File: src/rtl/csc_pkg.sv
// How it works
// [RULE1] Mode bit picks end or empty interrupt.
// [RULE2] End mode interrupts after last bit shifted.
// [RULE3] Empty mode interrupts when word leaves buffer.
// [RULE4] Active flag shows a transfer in progress.
// [RULE5] Buffer flag shows unconsumed written data.
// [RULE6] Overrun flag sets on error, else zero.
// [RULE7] Data register low byte carries data.
// [RULE8] Prescaler and upper seven bits divide clock.
// [RULE9] Four-bit prescale field per clock source.
// [RULE10] Software writes operation mode bits as zero.
// [RULE11] Mask bit gates the error interrupt.
// [RULE12] No chip select; software uses port pins.
// [RULE13] Unit works only when enable bit set.
// [RULE14] Bit order: zero MSB first, one LSB.
// [RULE15] Transmit and receive enables pick direction.
// [RULE16] Receive-only master writes all-ones dummy data.
// [RULE17] Polarity and phase bits pick four timings.
// [RULE18] Master drives clock, shifts, samples opposite edges.
// [RULE19] Overrun when new word lands before read.
`default_nettype none
package csc_pkg;
  // ************************************************************
  // Register byte addresses.
  // ************************************************************
  localparam logic [7:0] A_DATA = 8'h00;
  localparam logic [7:0] A_MODE = 8'h04;
  localparam logic [7:0] A_COMM = 8'h08;
  localparam logic [7:0] A_FLAG = 8'h0C;
  localparam logic [7:0] A_TRIG = 8'h10;
  localparam logic [7:0] A_PRS = 8'h14;
  localparam logic [7:0] A_PER = 8'h18;
  // ************************************************************
  // Field positions.
  // ************************************************************
  localparam int F_DIV = 9;
  localparam int F_ISS = 0;
  localparam int F_CCS = 14;
  localparam int F_CKS = 15;
  localparam int F_DIR = 7;
  localparam int F_EOC = 10;
  localparam int F_CKP = 12;
  localparam int F_DAP = 13;
  localparam int F_RXE = 14;
  localparam int F_TXE = 15;
  localparam int F_OVF = 0;
  localparam int F_BFF = 5;
  localparam int F_TSF = 6;
  localparam int F_START = 0;
  localparam int F_STOP = 1;
  localparam int F_EN = 0;
  // ************************************************************
  // Writable masks and reset values.
  // ************************************************************
  localparam logic [15:0] MODE_MASK = 16'hC007;
  localparam logic [15:0] COMM_MASK = 16'hF480;
  localparam logic [15:0] MODE_RST = 16'h0000;
  localparam logic [15:0] COMM_RST = 16'hC000;
  localparam logic [6:0] DIV_RST = 7'h00;
  localparam logic [7:0] PRS_RST = 8'h00;
  // ************************************************************
  // Frame and buffer sizes.
  // ************************************************************
  localparam int BITS = 8;
  localparam logic [3:0] LAST_HALF = 4'(2 * BITS - 1);
  localparam int FIFO_DEPTH = 32;
  typedef enum logic {ST_IDLE, ST_SHIFT} csc_state_t;
endpackage
`default_nettype wire

File: src/rtl/csc_fifo.sv
`default_nettype none
module csc_fifo import csc_pkg::*; #(
  parameter int W = 8, // Word width.
  parameter int D = 32 // Depth in words.
) (
  input wire logic pclk, // Clock.
  input wire logic presetn, // Async reset, active low.
  input wire logic flush, // Empties the buffer.
  input wire logic [W-1:0] in_data, // Word to store.
  input wire logic in_valid, // Store request.
  output logic in_ready, // Room for a word.
  output logic [W-1:0] out_data, // Oldest word.
  output logic out_valid, // A word is held.
  input wire logic out_ready // Consumer takes it.
);
  localparam int AW = $clog2(D);
  logic [W-1:0] mem [D];
  logic [AW-1:0] wp, rp, next_wp, next_rp;
  logic [AW:0] cnt, next_cnt;
  logic push, pop;

  // Pointers wrap by hand so that depths other than powers of two work.
  always_comb begin
    push = in_valid && in_ready;
    pop = out_valid && out_ready;
    next_wp = push ? ((wp == AW'(D - 1)) ? '0 : wp + 1'b1) : wp;
    next_rp = pop ? ((rp == AW'(D - 1)) ? '0 : rp + 1'b1) : rp;
    next_cnt = cnt + (AW+1)'(push) - (AW+1)'(pop);
    if (flush) begin
      next_wp = '0;
      next_rp = '0;
      next_cnt = '0;
    end
  end

  // Storage has no reset; only the count decides what is valid.
  always_ff @(posedge pclk) begin
    if (push) begin
      mem[wp] <= in_data;
    end
  end

  always_ff @(posedge pclk or negedge presetn) begin
    if (!presetn) begin
      wp <= '0;
      rp <= '0;
      cnt <= '0;
    end else begin
      wp <= next_wp;
      rp <= next_rp;
      cnt <= next_cnt;
    end
  end

  assign in_ready = (cnt != (AW+1)'(D)) && !flush;
  assign out_valid = (cnt != '0);
  assign out_data = mem[rp];
endmodule
`default_nettype wire

File: src/rtl/csc_clkdiv.sv
`default_nettype none
module csc_clkdiv import csc_pkg::*; (
  input wire logic pclk, // Clock.
  input wire logic presetn, // Async reset, active low.
  input wire logic run, // Counts while high.
  input wire logic [3:0] prs, // Divide by two to this power.
  input wire logic [6:0] div, // Further divide, minus one.
  output logic tick // One pulse per serial half period.
);
  logic [14:0] pre, next_pre;
  logic [6:0] cnt, next_cnt;
  logic next_tick, pre_end;

  // Prescaler first, then the channel divider on its wrap.
  always_comb begin
    pre_end = (pre == 15'((16'h0001 << prs) - 16'h0001));
    next_pre = pre_end ? '0 : pre + 15'h0001;
    next_cnt = cnt;
    next_tick = 1'b0;
    if (!run) begin
      next_pre = '0;
      next_cnt = '0;
    end else if (pre_end) begin
      if (cnt == div) begin
        next_cnt = '0;
        next_tick = 1'b1;
      end else begin
        next_cnt = cnt + 7'h01;
      end
    end
  end

  always_ff @(posedge pclk or negedge presetn) begin
    if (!presetn) begin
      pre <= '0;
      cnt <= '0;
      tick <= 1'b0;
    end else begin
      pre <= next_pre;
      cnt <= next_cnt;
      tick <= next_tick;
    end
  end
endmodule
`default_nettype wire

File: src/rtl/csc_channel.sv
`default_nettype none
module csc_channel import csc_pkg::*; #(
  parameter int DEPTH = FIFO_DEPTH // Transmit buffer depth.
) (
  input wire logic pclk, // Bus clock, 50 MHz.
  input wire logic presetn, // Async reset, active low.
  input wire logic [7:0] paddr, // Byte address.
  input wire logic psel, // Slave select.
  input wire logic penable, // Access phase.
  input wire logic pwrite, // Write when high.
  input wire logic [31:0] pwdata, // Write data.
  output logic [31:0] prdata, // Read data.
  output logic pready, // Transfer done.
  output logic pslverr, // Unmapped address.
  output logic serial_clock_pin, // Serial clock out.
  output logic serial_out_pin, // Serial data out.
  input wire logic serial_in_pin, // Serial data in.
  output logic transfer_irq, // Transfer interrupt pulse.
  output logic error_irq // Error interrupt pulse.
);
  // ************************************************************
  // Declarations.
  // ************************************************************
  csc_state_t state, next_state;
  logic [15:0] mode_q, comm_q, next_mode, next_comm, flag_word;
  logic [6:0] div_q, next_div;
  logic [7:0] prs_q, next_prs, rx_data, next_rx_data;
  logic [7:0] txs, rxs, next_txs, next_rxs;
  logic [3:0] half, next_half, prs_sel;
  logic unit_en, running, ovf, rx_valid;
  logic next_unit_en, next_running, next_ovf, next_rx_valid;
  logic sck, next_sck, so, next_so, si_m, si_s;
  logic next_tirq, next_eirq;
  logic [31:0] next_prdata, rd_word;
  logic next_pready, next_pslverr, addr_ok;
  logic acc, wr, rd_clr, busy, load, done, tick, ovf_set;
  logic smp, shf, iss, dir, ckp, dap, txe, rxe, eoc;
  logic fifo_in_valid, fifo_in_ready, fifo_out_valid, fifo_out_ready;
  logic [7:0] fifo_out_data;

  // Bit that goes on the wire next, by the selected order.
  function automatic logic out_bit(input logic [7:0] d,
                                   input logic lsb_first);
    out_bit = lsb_first ? d[0] : d[7];
  endfunction

  // Moves the sending word on by one bit.
  function automatic logic [7:0] shift_word(input logic [7:0] d,
                                            input logic lsb_first,
                                            input logic b);
    shift_word = lsb_first ? {b, d[7:1]} : {d[6:0], b};
  endfunction

  assign iss = mode_q[F_ISS]; // RULE1
  assign dir = comm_q[F_DIR];
  assign ckp = comm_q[F_CKP];
  assign dap = comm_q[F_DAP];
  assign txe = comm_q[F_TXE];
  assign rxe = comm_q[F_RXE];
  assign eoc = comm_q[F_EOC];
  assign busy = (state == ST_SHIFT);

  // ************************************************************
  // APB slave.
  // ************************************************************
  // The answer is registered, so a data write into a full buffer
  // simply holds pready low until a word drains.
  always_comb begin
    acc = psel && penable;
    wr = acc && pready && pwrite && !pslverr;
    rd_clr = acc && pready && !pwrite && (paddr == A_DATA);
    flag_word = 16'h0000;
    flag_word[F_TSF] = busy; // RULE4
    flag_word[F_BFF] = fifo_out_valid; // RULE5
    flag_word[F_OVF] = ovf; // RULE6
    addr_ok = 1'b1;
    rd_word = 32'h00000000;
    case (paddr)
      A_DATA: rd_word = {16'h0000, div_q, 1'b0, rx_data}; // RULE7
      A_MODE: rd_word = {16'h0000, mode_q};
      A_COMM: rd_word = {16'h0000, comm_q};
      A_FLAG: rd_word = {16'h0000, flag_word};
      A_TRIG: rd_word = {31'h00000000, running};
      A_PRS: rd_word = {24'h000000, prs_q};
      A_PER: rd_word = {31'h00000000, unit_en};
      default: addr_ok = 1'b0;
    endcase
    next_pready = 1'b0;
    next_pslverr = 1'b0;
    next_prdata = prdata;
    if (acc && !pready &&
        !(pwrite && paddr == A_DATA && unit_en && !fifo_in_ready)) begin
      next_pready = 1'b1;
      next_pslverr = !addr_ok;
      next_prdata = pwrite ? 32'h00000000 : rd_word;
    end
  end

  always_ff @(posedge pclk or negedge presetn) begin
    if (!presetn) begin
      pready <= 1'b0;
      pslverr <= 1'b0;
      prdata <= 32'h00000000;
    end else begin
      pready <= next_pready;
      pslverr <= next_pslverr;
      prdata <= next_prdata;
    end
  end

  // ************************************************************
  // Control registers.
  // ************************************************************
  // Only the enable register accepts writes while the unit is off.
  always_comb begin
    next_unit_en = unit_en;
    next_mode = mode_q;
    next_comm = comm_q;
    next_div = div_q;
    next_prs = prs_q;
    next_running = running;
    fifo_in_valid = wr && (paddr == A_DATA) && unit_en; // RULE7
    if (wr && paddr == A_PER) begin
      next_unit_en = pwdata[F_EN];
    end
    if (wr && unit_en) begin // RULE13
      unique case (paddr)
        A_DATA: next_div = pwdata[F_DIV+6:F_DIV]; // RULE8
        A_MODE: next_mode = pwdata[15:0] & MODE_MASK;
        A_COMM: next_comm = pwdata[15:0] & COMM_MASK;
        A_PRS: next_prs = pwdata[7:0]; // RULE9
        A_TRIG: begin
          if (pwdata[F_START]) begin
            next_running = 1'b1;
          end
          if (pwdata[F_STOP]) begin
            next_running = 1'b0;
          end
        end
        default: ;
      endcase
    end
    if (!unit_en) begin // RULE13
      next_running = 1'b0;
    end
  end

  always_ff @(posedge pclk or negedge presetn) begin
    if (!presetn) begin
      unit_en <= 1'b0;
      mode_q <= MODE_RST;
      comm_q <= COMM_RST;
      div_q <= DIV_RST;
      prs_q <= PRS_RST;
      running <= 1'b0;
    end else begin
      unit_en <= next_unit_en;
      mode_q <= next_mode;
      comm_q <= next_comm;
      div_q <= next_div;
      prs_q <= next_prs;
      running <= next_running;
    end
  end

  // ************************************************************
  // Transmit buffer and bit clock.
  // ************************************************************
  csc_fifo #(.W(8), .D(DEPTH)) u_fifo (
    .pclk(pclk),
    .presetn(presetn),
    .flush(!unit_en),
    .in_data(pwdata[7:0]),
    .in_valid(fifo_in_valid),
    .in_ready(fifo_in_ready),
    .out_data(fifo_out_data),
    .out_valid(fifo_out_valid),
    .out_ready(fifo_out_ready)
  );

  assign prs_sel = mode_q[F_CKS] ? prs_q[7:4] : prs_q[3:0]; // RULE8

  csc_clkdiv u_div (
    .pclk(pclk),
    .presetn(presetn),
    .run(busy),
    .prs(prs_sel),
    .div(div_q),
    .tick(tick)
  );

  // Serial input is asynchronous; only the second stage is read.
  always_ff @(posedge pclk or negedge presetn) begin
    if (!presetn) begin
      si_m <= 1'b0;
      si_s <= 1'b0;
    end else begin
      si_m <= serial_in_pin;
      si_s <= si_m;
    end
  end

  // ************************************************************
  // Shift engine.
  // ************************************************************
  // Even half periods end at the leading clock edge. Phase bit zero
  // samples there and shifts on the trailing edge; phase bit one is
  // the reverse. Bit 0 is presented at load in both cases.
  always_comb begin
    next_state = state;
    next_txs = txs;
    next_rxs = rxs;
    next_half = half;
    next_sck = busy ? sck : ckp; // RULE17
    next_so = so;
    next_rx_data = rx_data;
    next_tirq = 1'b0;
    fifo_out_ready = 1'b0;
    load = !busy && running && unit_en && fifo_out_valid && // RULE13
           (txe || rxe); // RULE15
    smp = (half[0] == dap); // RULE17
    shf = !smp && (half != 4'h0) && (half != LAST_HALF);
    done = busy && tick && (half == LAST_HALF);
    if (load) begin
      next_state = ST_SHIFT;
      fifo_out_ready = 1'b1;
      next_txs = fifo_out_data;
      next_half = 4'h0;
      next_so = txe ? out_bit(fifo_out_data, dir) : 1'b1; // RULE14
      next_tirq = iss; // RULE3
    end else if (busy && tick) begin
      next_sck = !sck; // RULE18
      next_half = half + 4'h1;
      if (smp) begin
        next_rxs = shift_word(rxs, dir, si_s); // RULE18
      end
      if (shf) begin
        next_txs = shift_word(txs, dir, 1'b1);
        next_so = txe ? out_bit(next_txs, dir) : 1'b1; // RULE15
      end
      if (done) begin
        next_state = ST_IDLE;
        next_tirq = !iss; // RULE2
        if (rxe) begin
          next_rx_data = smp ? shift_word(rxs, dir, si_s) : rxs;
        end
      end
    end
    // The running bit lags the enable by a cycle, so both end a word.
    if (!(running && unit_en) && busy) begin // RULE13
      next_state = ST_IDLE;
      next_sck = ckp;
    end
  end

  // Received word and overrun; a new event wins over a clear.
  always_comb begin
    ovf_set = done && rxe && rx_valid && !rd_clr; // RULE19
    next_rx_valid = (done && rxe) || (rx_valid && !rd_clr);
    next_ovf = ovf_set || (ovf &&
               !(wr && unit_en && paddr == A_FLAG && pwdata[F_OVF])); // RULE6
    next_eirq = ovf_set && eoc; // RULE11
  end

  always_ff @(posedge pclk or negedge presetn) begin
    if (!presetn) begin
      state <= ST_IDLE;
      txs <= 8'h00;
      rxs <= 8'h00;
      half <= 4'h0;
      sck <= 1'b0;
      so <= 1'b1;
      rx_data <= 8'h00;
      rx_valid <= 1'b0;
      ovf <= 1'b0;
      transfer_irq <= 1'b0;
      error_irq <= 1'b0;
    end else begin
      state <= next_state;
      txs <= next_txs;
      rxs <= next_rxs;
      half <= next_half;
      sck <= next_sck;
      so <= next_so;
      rx_data <= next_rx_data;
      rx_valid <= next_rx_valid;
      ovf <= next_ovf;
      transfer_irq <= next_tirq;
      error_irq <= next_eirq;
    end
  end

  assign serial_clock_pin = sck;
  assign serial_out_pin = so;
endmodule
`default_nettype wire

File: config.mk
export PLATFORM = sky130hd
export DESIGN_NAME = csc_channel
export DESIGN_NICKNAME = d
export VERILOG_FILES = /design/src/rtl/csc_pkg.sv /design/src/rtl/csc_fifo.sv /design/src/rtl/csc_clkdiv.sv /design/src/rtl/csc_channel.sv
export SDC_FILE = /design/constraint.sdc
export NUM_CORES = 1
export LEC_CHECK = 0
export BUFFER_PORTS_ARGS = -buffer_cell sky130_fd_sc_hd__buf_4
export CORE_UTILIZATION = 35
export CTS_CLUSTER_SIZE = 24
export DETAILED_ROUTE_END_ITERATION = 8
export PLACE_DENSITY = 0.5
export SYNTH_ARGS = -nofsm -noshare
export SYNTH_HDL_FRONTEND = slang
export SYNTH_SLANG_ARGS = --single-unit
export TNS_END_PERCENT = 30
File: constraint.sdc
create_clock -name pclk -period 4 [get_ports pclk]
set_input_delay 1 -clock pclk [delete_from_list [all_inputs] [get_ports pclk]]
set_output_delay 1 -clock pclk [all_outputs]
set_load 0.03 [all_outputs]
== Yosys cells after proc, flatten, opt, wreduce, memory -nomap -nowiden ==
Memories as Yosys holds them, arrays and structs flattened.
Index checks and enable logic that the tools add are counted.

* Bits in registers: 138
* RAM bits: 256
* Input bits: 46
* Output and inout port bits: 38
* Word-level logic and storage cells: 183
* Memories: 1

* Add/subtract/negate cells: 8
* Equality and inequality tests: 20
* Shift-type cells: 1
* Multiplexer cells: 55
* Bitwise logic cells: 1
* Reduce and logical (&&, ||, !) cells: 69

{| class="wikitable"
|+ Memory list
! memory !! words !! bits a word !! read ports !! clocked after memory_dff !! wr ports !! RTL line !! source
|-
| u_fifo.mem || 32 || 8 || 1 || 0 || 1 || csc_fifo.sv:17 || <nowiki>logic [W-1:0] mem [D];</nowiki>
|}

{| class="wikitable"
|+ Operators with widths
! kind !! count
|-
| case mux 16 bit (7 select lines) || 1
|-
| two-way mux 8 bit || 6
|-
| logical AND 1 bit || 36
|-
| two-way mux 1 bit || 32
|-
| two-way mux 32 bit || 1
|-
| two-way mux 15 bit || 2
|-
| two-way mux 5 bit || 6
|-
| equality test 8 x 5 -> 1 bit (second input constant) || 3
|-
| two-way mux 7 bit || 3
|-
| equality test 8 x 4 -> 1 bit (second input constant) || 2
|-
| adder 15 x 1 -> 15 bit (second input constant) || 1
|-
| equality test 15 bit || 1
|-
| left shift 1 x 4 -> 15 bit (first input constant) || 1
|-
| subtractor 15 x 1 -> 15 bit (second input constant) || 1
|-
| AND reduction 2 bit || 7
|-
| zero test 1 bit || 13
|-
| two-way mux 4 bit || 3
|-
| adder 5 x 1 -> 5 bit (second input constant) || 2
|-
| equality test 5 bit (second input constant) || 2
|-
| != test 2 x 1 -> 1 bit (second input constant) || 5
|-
| equality test 8 x 3 -> 1 bit (second input constant) || 1
|-
| zero test 8 bit || 1
|-
| adder 7 x 1 -> 7 bit (second input constant) || 1
|-
| equality test 7 bit || 1
|-
| other kinds (18) || 22
|}

== Logic depth before layout (Yosys ltp) ==
Gate-level depths: netlist of the first run.

* Word-level depth: 10
* Mapped depth: 17
* Depth with buffers taken out: 15

== Cells and area by module ==
Synthesis of the first run repeated with hierarchy kept, for this count alone.

* Cells, all modules: 1217
* Area, all modules: 17020.1 µm²

{| class="wikitable"
|+ Modules (own cells, without submodules)
! module !! times used !! cells each !! area an instance (µm²) !! seq. area each (µm²)
|-
| csc_fifo || 1 || 634 || 11091.9 || 8087.8
|-
| csc_channel || 1 || 378 || 4176.5 || 2055.7
|-
| csc_clkdiv || 1 || 205 || 1751.7 || 575.6
|}

== Worst setup path before layout of the first run ==
No wires, ideal clock.

* Path kind: input to register
* Start point: input port paddr[1]
* End point: register u_fifo.cnt[4]
* Setup time: 120 ps
* Arrival: 3651 ps
* Required time: 3880 ps
* Slack: 230 ps
* Stages on the path: 14
* Path buffers: 1
* Path through: or4_1 > nor4b_4 > nand2_2 > or2_1 > clkbuf_1 > clkinv_1 > ha_1 > inv_1 > fa_1 > inv_1 > a21oi_1 > nor2_1 > o21ai_0 > and3_1

* Cells in the longest elaborated chain, start to end: 7

{| class="wikitable"
|+ Ends and longest elaborated chain
! element !! RTL line !! source
|-
| start, declared || csc_channel.sv:7 || <nowiki>input wire logic [7:0] paddr,</nowiki>
|-
| zero test 8 bit || csc_channel.sv:122 || <nowiki>fifo_in_valid = wr && (paddr == A_DATA) && unit_en;</nowiki>
|-
| logical AND 1 bit (2 in series) || csc_channel.sv:122 ||
|-
| logical AND 1 bit || csc_fifo.sv:24 || <nowiki>push = in_valid && in_ready;</nowiki>
|-
| adder 6 x 1 -> 6 bit || csc_fifo.sv:28 || <nowiki>next_cnt = cnt + (AW+1)'(push) - (AW+1)'(pop);</nowiki>
|-
| subtractor 6 x 1 -> 6 bit || csc_fifo.sv:28 ||
|-
| two-way mux 6 bit || csc_fifo.sv:29 || <nowiki>if (flush) begin</nowiki>
|-
| named net u_fifo.next_cnt[4] || csc_fifo.sv:19 || <nowiki>logic [AW:0] cnt, next_cnt;</nowiki>
|-
| end signal, assigned || csc_fifo.sv:51 || <nowiki>cnt <= next_cnt;</nowiki>
|-
| end, declared || csc_fifo.sv:19 ||
|}

The timed path passes the listed nets, and every way through them passes these cells.
A chain may end at the register's enable or synchronous reset.

== Worst setup path after layout of the first run ==
* Start point: register mode_q[15]
* End point: register u_div.cnt[1]

* Cells in the longest elaborated chain, start to end: 5

{| class="wikitable"
|+ Ends and longest elaborated chain
! element !! RTL line !! source
|-
| start, declared || csc_channel.sv:25 || <nowiki>logic [15:0] mode_q, comm_q, next_mode, next_comm, flag_word;</nowiki>
|-
| start signal, assigned || csc_channel.sv:158 || <nowiki>mode_q <= next_mode;</nowiki>
|-
| two-way mux 4 bit || csc_channel.sv:181 || <nowiki>assign prs_sel = mode_q[F_CKS] ? prs_q[7:4] : prs_q[3:0];</nowiki>
|-
| left shift 1 x 4 -> 15 bit || csc_clkdiv.sv:16 || <nowiki>pre_end = (pre == 15'((16'h0001 << prs) - 16'h0001));</nowiki>
|-
| subtractor 15 x 1 -> 15 bit || csc_clkdiv.sv:16 ||
|-
| equality test 15 bit || csc_clkdiv.sv:16 ||
|-
| != test 2 x 1 -> 1 bit (no source line) || -- ||
|-
| end signal, assigned || csc_clkdiv.sv:40 || <nowiki>cnt <= next_cnt;</nowiki>
|-
| end, declared || csc_clkdiv.sv:11 || <nowiki>logic [6:0] cnt, next_cnt;</nowiki>
|}

No other way between the ends.

==> results.py, run 1 <==
metrics = {
    "pwr": {
        "p_clk_frac": 0.461,
        "p_switching_w": 0.00167,
        "swShare": 0.208,
        "p_seq_frac": 0.520,
        "vdd_drop_max_mv": 0.362,
        "power_density_mw_per_mm2": 407,
        "intPower_w": 0.00636,
        "p_leak_nw": 7.03,
        "totalPowerFinal_w": 0.00803,
        "combPwrFrac": 0.018,
    },
    "drt": {
        "num_vias": 9892,
        "drc_errors": 0,
        "drt-pass1-iter-count": 5,
        "drtIter0Drc": 642,
        "drt-total-wl_um": 38800,
        "wl_per_cell_um": 20.3,
        "via_per_inst": 5.17,
        "postRouteAntennaNets": 0,
    },
    "placement": {
        "gp_congestion": 0.785,
        "dp_hpwl_um": 25600,
        "dp.cells": 1840,
        "dp_slack_ns": 0.171,
        "portBuffers": 49,
    },
    "sta": {
        "rsz0062_at_grt": "false",
        "fin_crit_ns": 3.75,
        "setup_violations": 0,
        "final.setup.tns_ns": 0,
        "relSlewSlack": 0.318,
        "skew_ns": 0.0279,
        "fmax_mhz": 267,
        "worst_pin_slew_ns": 1.02,
        "drv_slew": 0,
        "timing.final.ws_setup_ns": 0.253,
        "min_period_over_period": 0.937,
        "final_hold_viol_count": 0,
    },
    "yosys": {
        "netlist_instances": 1171,
        "ys_warn_count": 0,
        "avgSynthCellArea_sq_um": 14.5,
        "ys.flop_type": "edfxtp_1",
        "synthDistinctLibCells": 74,
        "synth_edf_count": 256,
        "syn_area_sq_mm": 0.0170,
        "ys_ff_latch": 377,
        "synth_seq_area_share": 0.629,
        "ys_async_sr_fraction": 0.321,
    },
    "worst_hold_path": {
        "hold_class": "reg -> reg",
        "hold_path_end": "si_s",
        "hold-path-cell-count": 0,
        "worstHoldStart": "si_m",
    },
    "floorplanning": {
        "die_area_sq_mm": 0.0495,
        "ios": 84,
        "dieHeight_um": 223,
        "start_util": 0.356,
        "die_w_um": 223,
        "core.rowCount": 80,
        "core_sq_mm": 0.0478,
    },
    "final_layout": {
        "area_growth_pct": 15.7,
        "final_util": 0.412,
        "fill_cells": 4376,
        "final_layout_size_suffix_gt1_frac": 0.237,
        "finalNonFillerCells": 1914,
        "diodes": 0,
        "nNetsFinal": 1338,
    },
    "critical_path": {
        "cp.arrival_ns": 4.24,
        "crit_type": "reg -> reg",
        "cp-end-kind": "flip-flop",
        "cp-start-kind": "flip-flop",
        "reg2reg_depth": 10,
        "path_max_fanout": 11,
        "critPathRequiredTime_ns": 4.49,
        "r2r_setup_slack_ns": 0.25,
        "rr_startpoint": "mode_q[15]",
        "r2r-end": "u_div.cnt[1]",
    },
    "job": {
        "cap_violations": 0,
    },
    "grt": {
        "antenna_found_initial": 0,
        "grt_first_pass_wirelength_um": 60400,
        "track_usage": 0.160,
        "first_global_vias": 9981,
        "grt_max_degree": 83,
        "grt.overflow.total": 0,
    },
    "clock_network": {
        "cts_tree": "done",
        "cts.hold.buffers_added": 0,
        "root_buffer": "clkbuf_16",
        "cts.sinks": 377,
        "clock_latency_ns": 0.57,
        "clockBufferDepth": 3,
        "htree_levels": 2,
        "numCtsBuffers": 42,
        "clk_pin_slew_worst_paths_ns": 0.06,
    },
    "status": {
        "outcome": "complete, no violations",
    },
}
## power by group through the flow
stage | Combinational, W | Sequential [W] | Clock [W]
CTS | 0.000150 | 0.00418 | 0.00383
global route | 0.000161 | 0.00418 | 0.00395
floorplan | 0.0000513 | 0.00426 | 0
finish | 0.000145 | 0.00418 | 0.00370
detailed placement | 0.000149 | 0.00426 | 0
global placement | 0.000146 | 0.00426 | 0
## repair_timing
action                                  in CTS  in global routing
resized for setup                            0                  1
buffers inserted                             0                  1
endpoints found under the setup margin       0                 14
## worst max-delay path, stage by stage, from the launching register on
cell and delay (ns):
dfrtp_1 0.47, or4b_2 0.67, a21o_1 0.21, ha_1 0.34
inv_1 0.20, o221ai_1 0.14, and3b_1 0.23, or3_1 0.40
and2_1 0.31, or4_1 0.54, a21boi_1 0.16
## cells in the mapped netlist (4+ instances only)
master    number  area (sq um)
a21boi_0       6          45.0
o32ai_1        4          35.0
nand4b_1       4          35.0
nor3_1        15          75.1
nand2_1       89           334
xor2_1        17           149
buf_2          7          35.0
or3_1          6          37.5
a22oi_1       10          75.1
nor2_1        85           319
o21ai_0       62           310
ha_1          21           263
buf_4         17           128
nand2b_1       4          25.0
nand3_1       28           140
o211ai_1      10          75.1
or4_1          6          45.0
a21boi_1       4          30.0
dfrtp_1      118          2950
nor4b_1        4          35.0
clkbuf_1      43           161
inv_1         24          90.1
o31ai_1        6          45.0
mux2_2        34           383
nor4_1         5          31.3
mux4_2        80          1800
nand4_1        4          25.0
and3_1        13          81.3
nand3b_1      14           105
mux2i_1       33           330
nor2b_1       11          68.8
edfxtp_1     256          7690
a31oi_1        8          50.1
buf_1         10          37.5
a21oi_1       23           115
nor3b_1        7          52.6
and2_1         9          56.3
xnor2_1       18           158
## logic make-up after synthesis
kind of cell    synth area share
other cells             0.000220
mux                        0.148
buf+inv                   0.0287
compound gates            0.0602
simple gates              0.0983
xor+xnor                  0.0180
flops                      0.629
fa+ha+maj                 0.0166
## per-stage QoR
stage	instance area (sq um)	hold slack (ns)
6_report	19700	0.357
5_1_grt	19700	0.367
4_1_cts	19700	0.357
3_5_place_dp	18400	0.337
3_3_place_gp	18400	0.333
2_1_floorplan	17100	0.331
## layout make-up
cell class	instances	area, sq um	area share
Clock buffer	54	1110	0.0561
Clock inverter	19	199	0.0101
Inverter	25	93.8	0.00476
Sequential cell	377	10700	0.544
Tap cell	615	769	0.0391
Multi-Input combinational cell	705	5890	0.299
Timing Repair Buffer	119	922	0.0468
## metal layers
metal  GRT usage  vias to the layer above  wire length [um]
met5           0                        -                 0
met1       0.220                     5071             17900
met3      0.0230                       53              1150
met2       0.260                      147             18800
met4      0.0514                        0               893
li1            -                     4621                 -
## flip-flops by register name, indices dropped and copies added, names as in the netlist, 4 cells and up
| register | count |
|---|---|
| rxs | 8 |
| half | 4 |
| u_div.pre | 15 |
| u_fifo.cnt | 6 |
| txs | 8 |
| u_fifo.wp | 5 |
| rx_data | 8 |
| u_fifo.rp | 5 |
| prdata | 15 |
| u_fifo.mem | 256 |
| mode_q | 5 |
| div_q | 7 |
| prs_q | 8 |
| u_div.cnt | 7 |
| comm_q | 6 |
## layout by cell type (no fill, tap or decap), types with 15 or more instances in the layout
master / n
conb_1: 17
mux2i_1: 33
nand3_1: 28
dfrtp_1: 116
nor2_1: 85
mux2_2: 34
clkbuf_16: 42
ha_1: 21
buf_4: 116
xnor2_1: 18
inv_1: 24
mux4_2: 80
nand2_1: 89
nor3_1: 15
xor2_1: 17
o21ai_0: 62
edfxtp_1: 256
a21oi_1: 23
## worst max path at each step
stage | startpoint | slack (ns) | to | cells after the start
2_1_floorplan | paddr[1] | 0.23 | u_fifo.cnt[4] | 14
3_3_place_gp | mode_q[15] | 0.23 | u_div.pre[12] | 10
3_5_place_dp | mode_q[15] | 0.17 | u_div.pre[12] | 10
4_1_cts | mode_q[15] | 0.18 | u_div.pre[12] | 9
5_1_grt | mode_q[15] | 0.01 | u_div.cnt[1] | 11
6_report | mode_q[15] | 0.25 | u_div.cnt[1] | 10
(Power assumes the default switching activity.)
==> inputs of run 2 (changes only) <==
--- a/config.mk
+++ b/config.mk
@@ -8,6 +8,6 @@
 export BUFFER_PORTS_ARGS = -buffer_cell sky130_fd_sc_hd__buf_4
-export CORE_UTILIZATION = 35
+export CORE_UTILIZATION = 50
 export CTS_CLUSTER_SIZE = 24
 export DETAILED_ROUTE_END_ITERATION = 8
-export PLACE_DENSITY = 0.5
+export PLACE_DENSITY = 0.67
 export SYNTH_ARGS = -nofsm -noshare
--- a/constraint.sdc
+++ b/constraint.sdc
@@ -3,2 +3,2 @@
 set_output_delay 1 -clock pclk [all_outputs]
-set_load 0.03 [all_outputs]
+set_load 0.05 [all_outputs]
==> results.py, run 2 (same netlist as run 1, synthesis figures left out) <==
metrics = {
    "placement": {
        "dp_hpwl_um": 24100,
        "dp_slack_ns": 0.178,
        "portBuffers": 49,
        "gp_congestion": 0.899,
        "placed_cell_area_sq_mm": 0.0182,
    },
    "clock_network": {
        "numCtsBuffers": 41,
        "clk_pin_slew_worst_paths_ns": 0.06,
        "clock_latency_ns": 0.58,
        "cts_tree": "done",
        "root_buffer": "clkbuf_16",
        "cts.hold.buffers_added": 0,
        "htree_levels": 2,
        "cts.sinks": 377,
        "clockBufferDepth": 3,
    },
    "pwr": {
        "p_leak_nw": 7.03,
        "power_density_mw_per_mm2": 410,
        "totalPowerFinal_w": 0.00800,
        "vdd_drop_max_mv": 0.409,
    },
    "sta": {
        "fin_crit_ns": 3.70,
        "rsz0062_at_grt": "false",
        "relSlewSlack": 0.301,
        "setup_violations": 0,
        "timing.final.ws_setup_ns": 0.297,
        "final_hold_viol_count": 0,
        "fmax_mhz": 270,
        "worst_pin_slew_ns": 1.05,
        "skew_ns": 0.0221,
        "hold_ws_ns": 0.348,
        "final.setup.tns_ns": 0,
        "min_period_over_period": 0.926,
        "drv_slew": 0,
    },
    "drt": {
        "drt-pass1-iter-count": 5,
        "num_vias": 10139,
        "wl_per_cell_um": 21.6,
        "via_per_inst": 5.80,
        "drc_errors": 0,
        "postRouteAntennaNets": 0,
        "drt-total-wl_um": 37700,
        "drtIter0Drc": 864,
    },
    "critical_path": {
        "cp-end-kind": "flip-flop",
        "slowest_delay_ns": 0.68,
        "cp.arrival_ns": 4.18,
        "path_max_fanout": 11,
        "critPathRequiredTime_ns": 4.47,
        "crit_path_top_delay_cell": "or4b_2",
        "crit_type": "reg -> reg",
        "crit_path_cell_trace": "or4b_2 > a21o_1 > ha_2 > inv_1 > o221ai_1 > and3b_1 > or3_1 > and2_1 > or4_1 > a21boi_1",
        "cp-start-kind": "flip-flop",
    },
    "final_layout": {
        "fin_area_sq_mm": 0.0195,
        "nNetsFinal": 1335,
        "largest-register": "u_fifo.mem",
        "mostFrequentLayoutCell": "edfxtp_1",
        "top_regs": "u_fifo.mem: 256 flops, prdata: 15 flops, u_div.pre: 15 flops",
        "layout_common_cells": "edfxtp_1, dfrtp_1, buf_4",
        "diodes": 0,
        "largest_reg_flops": 256,
        "area_growth_pct": 14.5,
        "final_layout_size_suffix_gt1_frac": 0.241,
    },
    "floorplanning": {
        "die_area_sq_mm": 0.0348,
        "die_w_um": 187,
        "core_sq_mm": 0.0335,
        "dieHeight_um": 187,
        "core.rowCount": 67,
        "ios": 84,
        "start_util": 0.508,
    },
    "grt": {
        "antenna_found_initial": 1,
        "grt_first_pass_wirelength_um": 59400,
        "first_global_vias": 10280,
        "grt_max_degree": 62,
        "grt.overflow.total": 0,
        "track_usage": 0.223,
    },
    "status": {
        "outcome": "complete, no violations",
    },
    "job": {
        "cap_violations": 0,
    },
    "worst_hold_path": {
        "hold_class": "reg -> reg",
    },
}
run 2: final cells by class:
cell class | count | area [sq um]
clock buffer | 55 | 1120
multi-input combinational | 705 | 5900
sequential | 377 | 10700
timing repair buffer | 117 | 916
clock inverter | 21 | 181
fill | 2629 | 14000
tap | 448 | 561
inverter | 25 | 93.8
run 2: metal layers:
metal | wire, um | track usage | vias up
met2 | 18100 | 0.356 | 318
met1 | 16200 | 0.304 | 5122
li1 | - | - | 4627
met3 | 2140 | 0.0431 | 72
met4 | 1300 | 0.0902 | 0
met5 | 0 | 0 | -
run 2: worst paths after layout:
check	startpoint	end	slack, ns	cells after the start
max in group asynchronous	presetn	prdata[6]	2.76	2
worst max register to register	mode_q[15]	u_div.cnt[1]	0.30	10
worst min register to register	si_m	si_s	0.35	0
min in group asynchronous	presetn	u_div.pre[3]	0.53	1
worst max-delay path	mode_q[15]	u_div.cnt[1]	0.30	10
worst min-delay path	si_m	si_s	0.35	0
run 2: what timing repair did:
item	in CTS	in global routing
gates resized for setup	0	4
setup buffers	0	1
setup endpoints to repair	0	21
run 2: worst max-delay path: cells and delay by family (launching register included):
kind / cells / cell delay (ns)
buf+inv: 1 / 0.15
flops: 1 / 0.47
compound gates: 3 / 0.54
fa+ha+maj: 1 / 0.26
simple gates: 5 / 2.20
run 2: metrics by stage:
stage	util	cells
2_1_floorplan	-	1187
3_3_place_gp	0.541	1671
3_5_place_dp	0.541	1671
4_1_cts	0.580	1747
5_1_grt	0.582	1748
6_report	0.582	1748
run 2: power breakdown:
part	internal (W)	total [W]	switching, W
Clock	0.00211	0.00366	0.00155
Sequential	0.00418	0.00418	0.00000144
Combinational	0.0000293	0.000161	0.000131
Total	0.00632	0.00800	0.00168
